[src/core/mul_ctl_pkg.sv]
package mul_ctl_pkg;
	// ----------------------------------------
	// Opcode prefixes
	// ----------------------------------------
	localparam logic [7:0] OP_LOAD_FACTOR = 8'h6a;
	localparam logic [7:0] OP_LOAD_FACTOR_ADD = 8'h6c;
	localparam logic [7:0] OP_LOAD_FACTOR_ADD_MOVE = 8'h6b;
	localparam logic [7:0] OP_MULTIPLY = 8'h6d;
	localparam logic [7:0] OP_SHIFT_COPY = 8'h69;
	localparam logic [7:0] OP_TABLE_READ = 8'h67;
	localparam logic [7:0] OP_TABLE_WRITE = 8'h7d;
	localparam logic [7:0] OP_STATUS_RESTORE = 8'h7b;
	localparam logic [7:0] OP_STATUS_SAVE = 8'h7c;
	localparam logic [2:0] OP_MUL_IMM = 3'h4;
	localparam logic [4:0] OP_PORT_IN = 5'h08;
	localparam logic [4:0] OP_PORT_OUT = 5'h09;
	localparam logic [15:0] OP_ADD_PRODUCT = 16'h7f8f;
	localparam logic [15:0] OP_PRODUCT_TO_ACC = 16'h7f8e;
	localparam logic [15:0] OP_SUB_PRODUCT = 16'h7f90;
	localparam logic [15:0] OP_IRQ_DISABLE = 16'h7f81;
	localparam logic [15:0] OP_IRQ_ENABLE = 16'h7f82;
	localparam logic [15:0] OP_NO_OP = 16'h7f80;
	localparam logic [15:0] OP_POP = 16'h7f9d;
	localparam logic [15:0] OP_PUSH = 16'h7f9c;
	localparam logic [15:0] OP_SAT_CLEAR = 16'h7f8a;
	localparam logic [15:0] OP_SAT_SET = 16'h7f8b;
	// ----------------------------------------
	// Field positions and sizes
	// ----------------------------------------
	localparam int IND_BIT = 7;
	localparam int STACK_DEPTH = 4;
	localparam logic [1:0] STACK_TOP = 2'h3;
	localparam logic [1:0] CYC_ONE = 2'h0;
	localparam logic [1:0] CYC_TWO = 2'h1;
	localparam logic [1:0] CYC_THREE = 2'h2;
	localparam logic [15:0] STATUS_RESET = 16'h0000;
	localparam int ST_IRQ_MASK = 1;
	localparam int ST_SAT = 0;
	localparam int ST_PAGE = 8;
	localparam int ST_ARP = 9;
	localparam logic [31:0] ACC_MAX = 32'h7fffffff;
	localparam logic [31:0] ACC_MIN = 32'h80000000;
endpackage

[src/core/ret_stack.sv]
`timescale 1ns/1ps
// Small hardware return stack built from flip-flops
module ret_stack (
	input wire logic clk_in, // Clock
	input wire logic rst_b_in, // Async reset, active low
	input wire logic push_in, // Push strobe
	input wire logic pop_in, // Pop strobe
	input wire logic [15:0] data_in, // Word to push
	output logic [15:0] top_out // Current top word
);
	logic [15:0] slot [mul_ctl_pkg::STACK_DEPTH];

	assign top_out = slot[0];

	// ----------------------------------------
	// Shift register stack; overflow drops the oldest word
	// ----------------------------------------
	always_ff @(posedge clk_in or negedge rst_b_in) begin
		if (!rst_b_in) begin
			for (int i = 0; i < mul_ctl_pkg::STACK_DEPTH; i++) begin
				slot[i] <= 16'h0000;
			end
		end else if (push_in) begin
			slot[0] <= data_in;
			for (int i = 1; i < mul_ctl_pkg::STACK_DEPTH; i++) begin
				slot[i] <= slot[i-1];
			end
		end else if (pop_in) begin
			for (int i = 0; i < mul_ctl_pkg::STACK_DEPTH - 1; i++) begin
				slot[i] <= slot[i+1];
			end
		end
	end
endmodule

[src/core/mul_ctl_decode.sv]
`timescale 1ns/1ps
// Notes on behaviour
// - Add product adds product register into accumulator, one cycle, one word.
// - Load factor add loads factor register and accumulates product, one cycle.
// - Load factor add move also copies data word to next location, one cycle.
// - Multiply: factor times data word into product register, one cycle.
// - Top bits 100: multiply factor by 13-bit immediate into product, one cycle.
// - Product to accumulator loads accumulator from product, one cycle.
// - Subtract product subtracts product register from accumulator, one cycle.
// - Pop moves stack top into accumulator in two cycles.
// - Push puts the low 16 bits of the accumulator onto stack in two cycles.
// - Shift copy copies addressed data word to next location, one cycle.
// - Port in/out move a word between selected port and memory, two cycles.
// - Table read moves a program word into data memory in three cycles.
// - Table write moves a data word into program memory in three cycles.
module mul_ctl_decode (
	input wire logic clk_in, // Machine cycle clock
	input wire logic rst_b_in, // Async reset, active low
	input wire logic [15:0] instr_in, // Instruction word, sampled when ready
	input wire logic [15:0] data_rd_in, // Data memory read word
	input wire logic [15:0] port_rd_in, // Port read word
	input wire logic [15:0] prog_rd_in, // Program memory read word
	input wire logic [7:0] aux_addr_in, // Current auxiliary register value
	output logic instr_ready_out, // High when a new instruction is accepted
	output logic [7:0] data_addr_out, // Data memory address
	output logic data_we_out, // Data memory write strobe
	output logic [15:0] data_wr_out, // Data memory write word
	output logic [2:0] port_sel_out, // Selected port number
	output logic port_rd_out, // Port read strobe
	output logic port_we_out, // Port write strobe
	output logic [15:0] port_wr_out, // Port write word
	output logic [15:0] prog_addr_out, // Program memory address for tables
	output logic prog_rd_out, // Program memory read strobe
	output logic prog_we_out, // Program memory write strobe
	output logic [15:0] prog_wr_out, // Program memory write word
	output logic [31:0] acc_out, // Accumulator
	output logic [31:0] product_out, // Product register
	output logic [15:0] factor_out, // Factor register
	output logic [15:0] status_out, // Status register
	output logic irq_mask_out // Interrupts masked when high
);
	typedef enum logic [2:0] {
		ST_FETCH = 3'b001,
		ST_WAIT = 3'b010,
		ST_LAST = 3'b100
	} phase_e;

	phase_e phase;
	phase_e next_phase;
	logic [15:0] op;
	logic [31:0] acc;
	logic [31:0] product;
	logic [15:0] factor;
	logic [15:0] status;
	logic [15:0] stack_top;

	// ----------------------------------------
	// Decode
	// ----------------------------------------
	// While fetching, decode the word on the bus; later cycles use the held copy
	wire logic [15:0] cur;
	wire logic [7:0] hi;

	assign cur = (phase == ST_FETCH) ? instr_in : op;
	assign hi = cur[15:8];

	wire logic is_add_prod;
	wire logic is_prod_to_acc;
	wire logic is_sub_prod;
	wire logic is_load_factor;
	wire logic is_load_add;
	wire logic is_load_add_move;
	wire logic is_mult;
	wire logic is_mult_imm;
	wire logic is_shift_copy;
	wire logic is_in;
	wire logic is_out;
	wire logic is_table_rd;
	wire logic is_table_wr;
	wire logic is_pop;
	wire logic is_push;
	wire logic is_status_restore;
	wire logic is_status_save;
	wire logic is_irq_off;
	wire logic is_irq_on;
	wire logic is_sat_clear;
	wire logic is_sat_set;

	// Whole-word opcodes
	assign is_add_prod = cur == mul_ctl_pkg::OP_ADD_PRODUCT;
	assign is_prod_to_acc = cur == mul_ctl_pkg::OP_PRODUCT_TO_ACC;
	assign is_sub_prod = cur == mul_ctl_pkg::OP_SUB_PRODUCT;
	assign is_pop = cur == mul_ctl_pkg::OP_POP;
	assign is_push = cur == mul_ctl_pkg::OP_PUSH;
	assign is_irq_off = cur == mul_ctl_pkg::OP_IRQ_DISABLE;
	assign is_irq_on = cur == mul_ctl_pkg::OP_IRQ_ENABLE;
	assign is_sat_clear = cur == mul_ctl_pkg::OP_SAT_CLEAR;
	assign is_sat_set = cur == mul_ctl_pkg::OP_SAT_SET;

	// Upper-byte opcodes; the low byte carries the data address
	assign is_load_factor = hi == mul_ctl_pkg::OP_LOAD_FACTOR;
	assign is_load_add = hi == mul_ctl_pkg::OP_LOAD_FACTOR_ADD;
	assign is_load_add_move = hi == mul_ctl_pkg::OP_LOAD_FACTOR_ADD_MOVE;
	assign is_mult = hi == mul_ctl_pkg::OP_MULTIPLY;
	assign is_shift_copy = hi == mul_ctl_pkg::OP_SHIFT_COPY;
	assign is_table_rd = hi == mul_ctl_pkg::OP_TABLE_READ;
	assign is_table_wr = hi == mul_ctl_pkg::OP_TABLE_WRITE;
	assign is_status_restore = hi == mul_ctl_pkg::OP_STATUS_RESTORE;
	assign is_status_save = hi == mul_ctl_pkg::OP_STATUS_SAVE;

	// Short prefixes; the word-wide opcodes above all sit outside these ranges
	assign is_mult_imm = cur[15:13] == mul_ctl_pkg::OP_MUL_IMM;
	assign is_in = cur[15:11] == mul_ctl_pkg::OP_PORT_IN;
	assign is_out = cur[15:11] == mul_ctl_pkg::OP_PORT_OUT;

	// ----------------------------------------
	// Cycle count
	// ----------------------------------------
	// Cycles beyond the first that each opcode needs
	wire logic [1:0] extra;
	wire logic last;

	assign extra = (is_table_rd | is_table_wr) ? mul_ctl_pkg::CYC_THREE :
		(is_pop | is_push | is_in | is_out) ? mul_ctl_pkg::CYC_TWO :
		mul_ctl_pkg::CYC_ONE;
	// A one-cycle opcode finishes in its own fetch cycle
	assign last = (phase == ST_FETCH) ? (extra == mul_ctl_pkg::CYC_ONE) : (phase == ST_LAST);

	// ----------------------------------------
	// Addressing
	// ----------------------------------------
	wire logic ind;
	wire logic [7:0] ea;
	wire logic copy_next;

	assign ind = cur[mul_ctl_pkg::IND_BIT];
	assign ea = ind ? aux_addr_in : {status[mul_ctl_pkg::ST_PAGE], cur[6:0]};
	// Copy ops read the source and write the word above it in the same cycle,
	// so the memory must return the source word while the address shows ea + 1
	assign copy_next = last && (is_shift_copy | is_load_add_move);

	// ----------------------------------------
	// Arithmetic
	// ----------------------------------------
	wire logic [31:0] factor_wide;
	wire logic [31:0] data_wide;
	wire logic [31:0] imm_wide;
	wire logic [31:0] mul_data;
	wire logic [31:0] mul_imm;
	wire logic [32:0] acc_add;
	wire logic [32:0] acc_sub;
	wire logic [32:0] acc_sum;
	wire logic sat_on;
	wire logic ovf;
	wire logic [31:0] acc_sat;

	// Operands widened by hand so the low 32 product bits never depend on cast rules
	assign factor_wide = {{16{factor[15]}}, factor};
	assign data_wide = {{16{data_rd_in[15]}}, data_rd_in};
	assign imm_wide = {{19{cur[12]}}, cur[12:0]};
	assign mul_data = factor_wide * data_wide;
	assign mul_imm = factor_wide * imm_wide;

	// One guard bit shows when the 32-bit result has wrapped
	assign acc_add = {acc[31], acc} + {product[31], product};
	assign acc_sub = {acc[31], acc} - {product[31], product};
	assign acc_sum = is_sub_prod ? acc_sub : acc_add;
	// Saturation only bites when the mode bit is set
	assign sat_on = status[mul_ctl_pkg::ST_SAT];
	assign ovf = acc_sum[32] ^ acc_sum[31];
	assign acc_sat = (sat_on && ovf) ?
		(acc_sum[32] ? mul_ctl_pkg::ACC_MIN : mul_ctl_pkg::ACC_MAX) : acc_sum[31:0];

	// ----------------------------------------
	// Strobes: effects fire on the final cycle
	// ----------------------------------------
	wire logic do_acc_sum;
	wire logic do_push;
	wire logic do_pop;

	assign do_acc_sum = last &&
		(is_add_prod | is_load_add | is_load_add_move | is_sub_prod);
	assign do_push = last && is_push;
	assign do_pop = last && is_pop;

	// ----------------------------------------
	// Memory and port side
	// ----------------------------------------
	assign instr_ready_out = (phase == ST_FETCH);
	assign data_addr_out = copy_next ? 8'(ea + 8'h01) : ea;
	assign data_we_out = copy_next ||
		(last && (is_in | is_table_rd | is_status_save));
	assign data_wr_out = is_in ? port_rd_in :
		is_table_rd ? prog_rd_in :
		is_status_save ? status : data_rd_in;
	assign port_sel_out = cur[10:8];
	assign port_rd_out = last && is_in;
	assign port_we_out = last && is_out;
	assign port_wr_out = data_rd_in;
	// Table address comes from the accumulator, so it is set up by earlier code
	assign prog_addr_out = acc[15:0];
	assign prog_rd_out = last && is_table_rd;
	assign prog_we_out = last && is_table_wr;
	assign prog_wr_out = data_rd_in;

	// ----------------------------------------
	// Register views
	// ----------------------------------------
	assign acc_out = acc;
	assign product_out = product;
	assign factor_out = factor;
	assign status_out = status;
	assign irq_mask_out = status[mul_ctl_pkg::ST_IRQ_MASK];

	// ----------------------------------------
	// Sequencer
	// ----------------------------------------
	always_comb begin
		next_phase = phase;
		case (phase)
			ST_FETCH: begin
				if (extra == mul_ctl_pkg::CYC_TWO) begin
					next_phase = ST_LAST;
				end else if (extra == mul_ctl_pkg::CYC_THREE) begin
					next_phase = ST_WAIT;
				end
			end
			ST_WAIT: next_phase = ST_LAST;
			ST_LAST: next_phase = ST_FETCH;
			default: next_phase = ST_FETCH;
		endcase
	end

	always_ff @(posedge clk_in or negedge rst_b_in) begin
		if (!rst_b_in) begin
			phase <= ST_FETCH;
			op <= 16'h0000;
		end else begin
			phase <= next_phase;
			if (phase == ST_FETCH) begin
				op <= instr_in;
			end
		end
	end

	// ----------------------------------------
	// Datapath registers
	// ----------------------------------------
	always_ff @(posedge clk_in or negedge rst_b_in) begin
		if (!rst_b_in) begin
			acc <= 32'h00000000;
		end else if (do_acc_sum) begin
			acc <= acc_sat;
		end else if (last && is_prod_to_acc) begin
			acc <= product;
		end else if (do_pop) begin
			acc <= {16'h0000, stack_top};
		end
	end

	always_ff @(posedge clk_in or negedge rst_b_in) begin
		if (!rst_b_in) begin
			factor <= 16'h0000;
		end else if (last && (is_load_factor | is_load_add | is_load_add_move)) begin
			factor <= data_rd_in;
		end
	end

	always_ff @(posedge clk_in or negedge rst_b_in) begin
		if (!rst_b_in) begin
			product <= 32'h00000000;
		end else if (last && is_mult) begin
			product <= mul_data;
		end else if (last && is_mult_imm) begin
			product <= mul_imm;
		end
	end

	always_ff @(posedge clk_in or negedge rst_b_in) begin
		if (!rst_b_in) begin
			status <= mul_ctl_pkg::STATUS_RESET;
		end else if (last) begin
			if (is_irq_off) begin
				status[mul_ctl_pkg::ST_IRQ_MASK] <= 1'b1;
			end else if (is_irq_on) begin
				status[mul_ctl_pkg::ST_IRQ_MASK] <= 1'b0;
			end else if (is_sat_clear) begin
				status[mul_ctl_pkg::ST_SAT] <= 1'b0;
			end else if (is_sat_set) begin
				status[mul_ctl_pkg::ST_SAT] <= 1'b1;
			end else if (is_status_restore) begin
				status <= data_rd_in;
			end
		end
	end

	ret_stack u_stack (
		.clk_in(clk_in),
		.rst_b_in(rst_b_in),
		.push_in(do_push),
		.pop_in(do_pop),
		.data_in(acc[15:0]),
		.top_out(stack_top)
	);
endmodule

[config.mk]
export PLATFORM = sky130hd
export DESIGN_NAME = mul_ctl_decode
export DESIGN_NICKNAME = d
export VERILOG_FILES = /design/src/core/mul_ctl_pkg.sv /design/src/core/ret_stack.sv /design/src/core/mul_ctl_decode.sv
export SDC_FILE = /design/constraint.sdc
export NUM_CORES = 2
export LEC_CHECK = 0
export BUFFER_PORTS_ARGS = -buffer_cell sky130_fd_sc_hd__buf_2
export CORE_ASPECT_RATIO = 2
export CORE_MARGIN = 5
export CORE_UTILIZATION = 30
export CTS_BUF_LIST = sky130_fd_sc_hd__clkbuf_4
export DETAILED_ROUTE_END_ITERATION = 6
export SYNTH_ARGS = -nofsm -noshare
export SYNTH_HDL_FRONTEND = slang
export SYNTH_SLANG_ARGS = --single-unit
[constraint.sdc]
create_clock -name clk_in -period 7.4 [get_ports clk_in]
set_input_delay 0.74 -clock clk_in [delete_from_list [all_inputs] [get_ports clk_in]]
set_output_delay 0.74 -clock clk_in [all_outputs]
set_load 0.05 [all_outputs]
# == Word level (Yosys, flattened, before mapping) ==
# Index checks and enable logic that the tools add are counted.
# classes
add_sub_neg,3
multipliers,2
eq_ne,29
n_mux,29
bitwise,17
n_reduce_logical,24
# op_table
op,n
$mux W32,7
$eq A16 B15 Y1 const B,9
$mux W48,2
$eq A8 B7 Y1 const B,9
$mux W16,4
$add A32 B32 Y33,1
$mux W33,1
$sub A32 B32 Y33,1
$mul A16 B16 Y32,1
$mul A16 B13 Y29,1
$mux W8,2
$logic_and A1 B1 Y1,14
$or A1 B1 Y1,12
$eq A5 B4 Y1 const B,2
$reduce_bool A3 Y1,3
$add A8 B1 Y8 const B,1
$mux W1,8
$reduce_and A4 Y1,2
$eq A3 B3 Y1 const B,2
$mux W3,2
$ne A3 B3 Y1 const B,2
$pmux W3 S2,1
$reduce_and A6 Y1,1
$mux W2,2
other kinds (10),14
# word_totals
reg_bits,179
in_bits,74
out_inout_bits,178
elab_cells,116

# == Longest topological paths before layout ==
# depth
word_depth,14
depth_mapped,33
depth_no_buf,28

# == By module ==
# From an unflattened synthesis, not the netlist that was laid out.
# unflattened
cells_unflattened,3241
hier_area_um2,29221.8
# by_module_without_submodules
mod,n_inst,cells_per_inst,area_per_inst_um2,seq_area_each_um2
mul_ctl_decode,1,2983,26268.9,2879.0
ret_stack,1,258,2952.8,1601.5

# == Worst setup path before layout ==
# No wires, ideal clock.
# synth_path
path_kind,flip-flop to flip-flop
startpoint,register phase[0]
endpoint,register product[27] (netlist: product_out[27])
setup_ns,0.119
arrival_ns,8.175
required_time_ns,7.281
slack_ns,-0.894
stages_incl_launch_ff,32
path_buffers,6
period_less_slack_ns,8.294
path_cell_list,dfstp_2 or3b_1 buf_6 clkinv_8 buf_4 clkbuf_1 nand2_1 nand2_1 clkbuf_1 clkbuf_1 clkbuf_1 nand2_1 fa_1 fa_1 fa_1 inv_1 fa_1 fa_1 inv_1 fa_1 inv_1 ha_1 and3_1 and3_1 a21oi_1 a21oi_1 a221oi_1 o31ai_1 a21boi_0 xnor2_1 a21oi_1 nor2_1
# synth_via
elab_chain_cells,12
word_cells_on_any_way,25
cone_classes,mul: 1; eq/ne: 10; mux: 6; bitwise: 4; reduce/logical: 4
# synth_lines
item,line_no,source
start: declaration,mul_ctl_decode.sv:48,phase_e phase;
start signal: assignment,mul_ctl_decode.sv:239,phase <= next_phase;
$eq A3 B1 Y1 *,-,
via instr_ready_out,mul_ctl_decode.sv:24,"output logic instr_ready_out,"
$mux W16 *,-,
via cur[7],mul_ctl_decode.sv:61,wire logic [15:0] cur;
branches (longest 10 deep; another with $mul A16 B13 Y29),-,
end signal: assignment,mul_ctl_decode.sv:273,product <= mul_data;
end signal: assignment,mul_ctl_decode.sv:275,product <= mul_imm;
end: declaration,mul_ctl_decode.sv:52,logic [31:0] product;
# Mark *: on every way through the listed nets, which the timed path passes. The select of a mux whose other input is x is not followed.
# A chain may end at the register's enable or synchronous reset.

# == Worst setup path in the final report ==
# layout_path
startpoint,register phase[0]
endpoint,register product[21] (netlist: product_out[21])
# layout_via
elab_chain_cells,12
word_cells_on_any_way,25
cone_classes,mul: 1; eq/ne: 10; mux: 6; bitwise: 4; reduce/logical: 4
# layout_lines
item
branches (longest 12 deep; another with $mul A16 B13 Y29)
# Several ways; the timed one is not identified. The select of a mux whose other input is x is not followed.

==> Flow_metrics.wiki <==
{| class="wikitable"
! Metric !! Value
|-
| Height of the chip || 451 um
|-
| Number of hold violations in the final report || 0
|-
| Peak per-stage delay on the critical path || 0.58 ns
|-
| Beginning of the critical path || phase[0]
|-
| Worst clock skew || 0.0374 ns
|-
| Sequential cell area fraction in the yosys report || 0.154
|-
| Synthesized area per cell || 9.04 sq um
|-
| Number of setup violations in the final report || 0
|-
| Most common cell on crit path || sky130_fd_sc_hd__fa_1
|-
| Path depth of the worst reg2reg path || 26
|-
| DPL Wire Length || 78.4 mm
|-
| Maximum fanout along the worst path || 17
|-
| Vias in the first global route || 24700
|-
| Overflow after GRT || 0
|-
| Mapped Cells || 3227
|-
| Count of different cell masters after synthesis || 91
|-
| Clock sinks || 179
|-
| Crit path arrival time || 7.68 ns
|-
| DRC violation count after routing || 0
|-
| Count of H-tree levels built during CTS || 4
|-
| Final wirelength || 94.0 mm
|-
| Final Max Slew Viols || 0
|-
| Critical-path top delay cell || sky130_fd_sc_hd__dfstp_2
|-
| Async set or reset register ratio after synthesis || 1.00
|-
| Number of enable-type register cells in the synthesized netlist || 0
|-
| Antenna violations before repair || 14
|-
| Starting density of the core || 0.302
|-
| Kind of critical path || flip-flop to flip-flop
|-
| Highest clock frequency the design can meet || 141 MHz
|-
| Core Box Area || 0.0965 sq mm
|-
| Detail-routed via count per cell || 4.99
|-
| Min Tclk post-route || 7.09 ns
|-
| Cell types with the largest area share after synthesis || sky130_fd_sc_hd__fa_1 (31%), sky130_fd_sc_hd__dfrtp_1 (15%), sky130_fd_sc_hd__ha_1 (8.1%)
|-
| Top flip-flop cell by instance count after synthesis || sky130_fd_sc_hd__dfrtp_1
|-
| DIE AREA || 0.104 sq mm
|-
| Yosys top cell by area || sky130_fd_sc_hd__fa_1
|-
| Fillcell total || 9947
|-
| Worst hold path stage count || 3
|-
| Drt pass-1 iters || 6
|-
| List of most frequent post-synthesis cells || sky130_fd_sc_hd__inv_1 (518), sky130_fd_sc_hd__fa_1 (458), sky130_fd_sc_hd__nand2_1 (368), sky130_fd_sc_hd__and2_1 (201), sky130_fd_sc_hd__ha_1 (189)
|-
| Row count || 161
|-
| Combined flip-flop and latch cell area || 0.00448 sq mm
|-
| Crit path capture type || flip-flop
|-
| Global-route wire length before repair || 144 mm
|-
| Slack of the worst reg-to-reg path || 0.31 ns
|-
| Leading cell type by number of instances after synthesis || sky130_fd_sc_hd__inv_1
|-
| Hold Crit Class || input port to flip-flop
|-
| Syn Nets || 3948
|-
| Result of the run || completed
|-
| Endpoint of the lowest-slack register-to-register path || product_out[21]
|-
| Flip-flop and latch count after synthesis || 179
|-
| Number of buffers between clock root and the deepest sink || 2
|-
| Largest net degree at the start of global routing || 99
|-
| Max_cap viols || 0
|-
| GRT Overall Usage || 0.180
|-
| Clock latency of the later-clocked register in the worst-skew pair || 0.72 ns
|-
| Startpoint class of the critical path || flip-flop
|-
| Drt initial violations || 1284
|-
| Warnings from Yosys || 0
|-
| Slew margin rel. || 0.310
|-
| Critical Path RT || 7.99 ns
|-
| Top Ports || 252
|-
| Worst Tran Pin Value || 1.04 ns
|-
| Layout-stage area growth over the synthesis result || 10.9%
|-
| Sink of the worst hold path || op[15]
|-
| Post-detailed-route wirelength per cell || 20.1 um
|-
| Root buffer cell || sky130_fd_sc_hd__clkbuf_4
|-
| CTS buffer count || 17
|-
| DRT antenna net count || 0
|-
| Cell area after synthesis || 0.0292 sq mm
|-
| Final design area excluding fillers || 0.0324 sq mm
|-
| Startpoint of the lowest-slack hold path || instr_in[15]
|-
| Total negative slack || 0 ns
|-
| Clock transition time at the flip-flop clock pins of the worst setup and hold paths || 0.15 ns
|-
| Area share of the largest cell type after synthesis || 0.314
|-
| Period Utilization, post-route || 0.958
|-
| Vias || 23300
|-
| Number of port buffers || 251
|-
| Clock tree from TritonCTS || done
|-
| Global placer's final weighted congestion || 0.928
|-
| Multi-input combinational cell area || 0.0217 sq mm
|-
| Proportion of layout cells with a drive suffix above 1 || 0.156
|-
| Post-place instance area || 0.0320 sq mm
|-
| Width of the die || 231 um
|-
| Setup repair after global routing missed its margin || false
|-
| Startpoint of the most critical register-to-register path || phase[0]
|-
| Final-stage net count || 4148
|}
## worst max-delay path by stage
| stage | end | slack, ns |
|---|---|---|
| after floorplan | product_out[30] | 0.003 |
| after global placement | product_out[29] | 0.08 |
| after detailed placement | product_out[28] | 0.11 |
| after CTS | product_out[28] | 0.08 |
| after global routing | product_out[21] | 0.004 |
| final | product_out[21] | 0.31 |
## sequential cells by signal, indices dropped and copies added (netlist names)
signal and count:
factor_out 16, phase 3, u_stack.slot 48, product_out 32
acc_out 32, op 16, status_out 16, u_stack.top_out 16
## layer usage
layer	up-vias	share of wire	wire (um)	global-route usage
li1	10600	-	-	-
met3	225	0.052	4860	0.0300
met5	-	0.00019	18	0
met1	11800	0.35	32700	0.189
met4	4	0.072	6730	0.112
met2	647	0.53	49700	0.329
## cell usage in the layout (no fill, tap or decap), drive strengths merged, types with 50 or more instances in the layout
cell / instances
nand2: 369
dfrtp: 178
fa: 458
nor2: 190
o21ai: 104
xnor2: 81
inv: 521
mux2: 50
buf: 390
ha: 189
and2: 201
mux2i: 76
a21oi: 186
## kinds of logic (layout without fill, tap and decap cells)
logic type / Yosys count / after routing / share of synthesized area
and+or+nand+nor: 923 / 923 / 0.152
buffers and inverters: 730 / 942 / 0.104
adders and majority gates: 647 / 647 / 0.395
AOI/OAI and AO/OA: 495 / 495 / 0.109
DFF: 179 / 179 / 0.154
xor gates and xnor gates: 127 / 127 / 0.0390
muxes: 126 / 126 / 0.0465
other: 0 / 10 / 0
## worst max-delay path: cells and delay by family, from the launching register on
kind | cells | cell delay (ns)
adder cells (fa/ha/maj) | 7 | 3.34
AO/OA/AOI/OAI | 6 | 1.04
AND/OR/NAND/NOR | 4 | 1.01
buffers and inverters | 7 | 0.61
flip-flops | 1 | 0.58
multiplexers | 1 | 0.24
XOR/XNOR | 1 | 0.14
## area by class of cell
class | instances | share of cell area
Sequential cell | 179 | 0.138
Inverter | 519 | 0.0606
Tap cell | 1222 | 0.0473
Multi-Input combinational cell | 2318 | 0.671
Clock inverter | 13 | 0.00402
Timing Repair Buffer | 392 | 0.0734
Antenna cell | 10 | 0.000773
Clock buffer | 18 | 0.00418
## stage by stage
stage,util,cells,setup WS [ns],hold WS (ns)
after detailed placement,0.332,4627,0.109,0.498
after global routing,0.335,4663,0.00377,0.309
after floorplan,-,3227,0.00286,0.444
after CTS,0.335,4659,0.0783,0.228
after global placement,0.332,4627,0.0846,0.487
final,0.335,4671,0.312,0.326
## what timing repair did
action                                 4_1_cts  5_1_grt
setup endpoints to repair                    0       10
endpoints found under the hold margin       10        0
buffers inserted                             0        2
gates resized for setup                      0        9
hold buffers                                 1        0
Power is not shown: default switching activity piles up to over one toggle a cycle in this logic, so the estimate is an artifact.
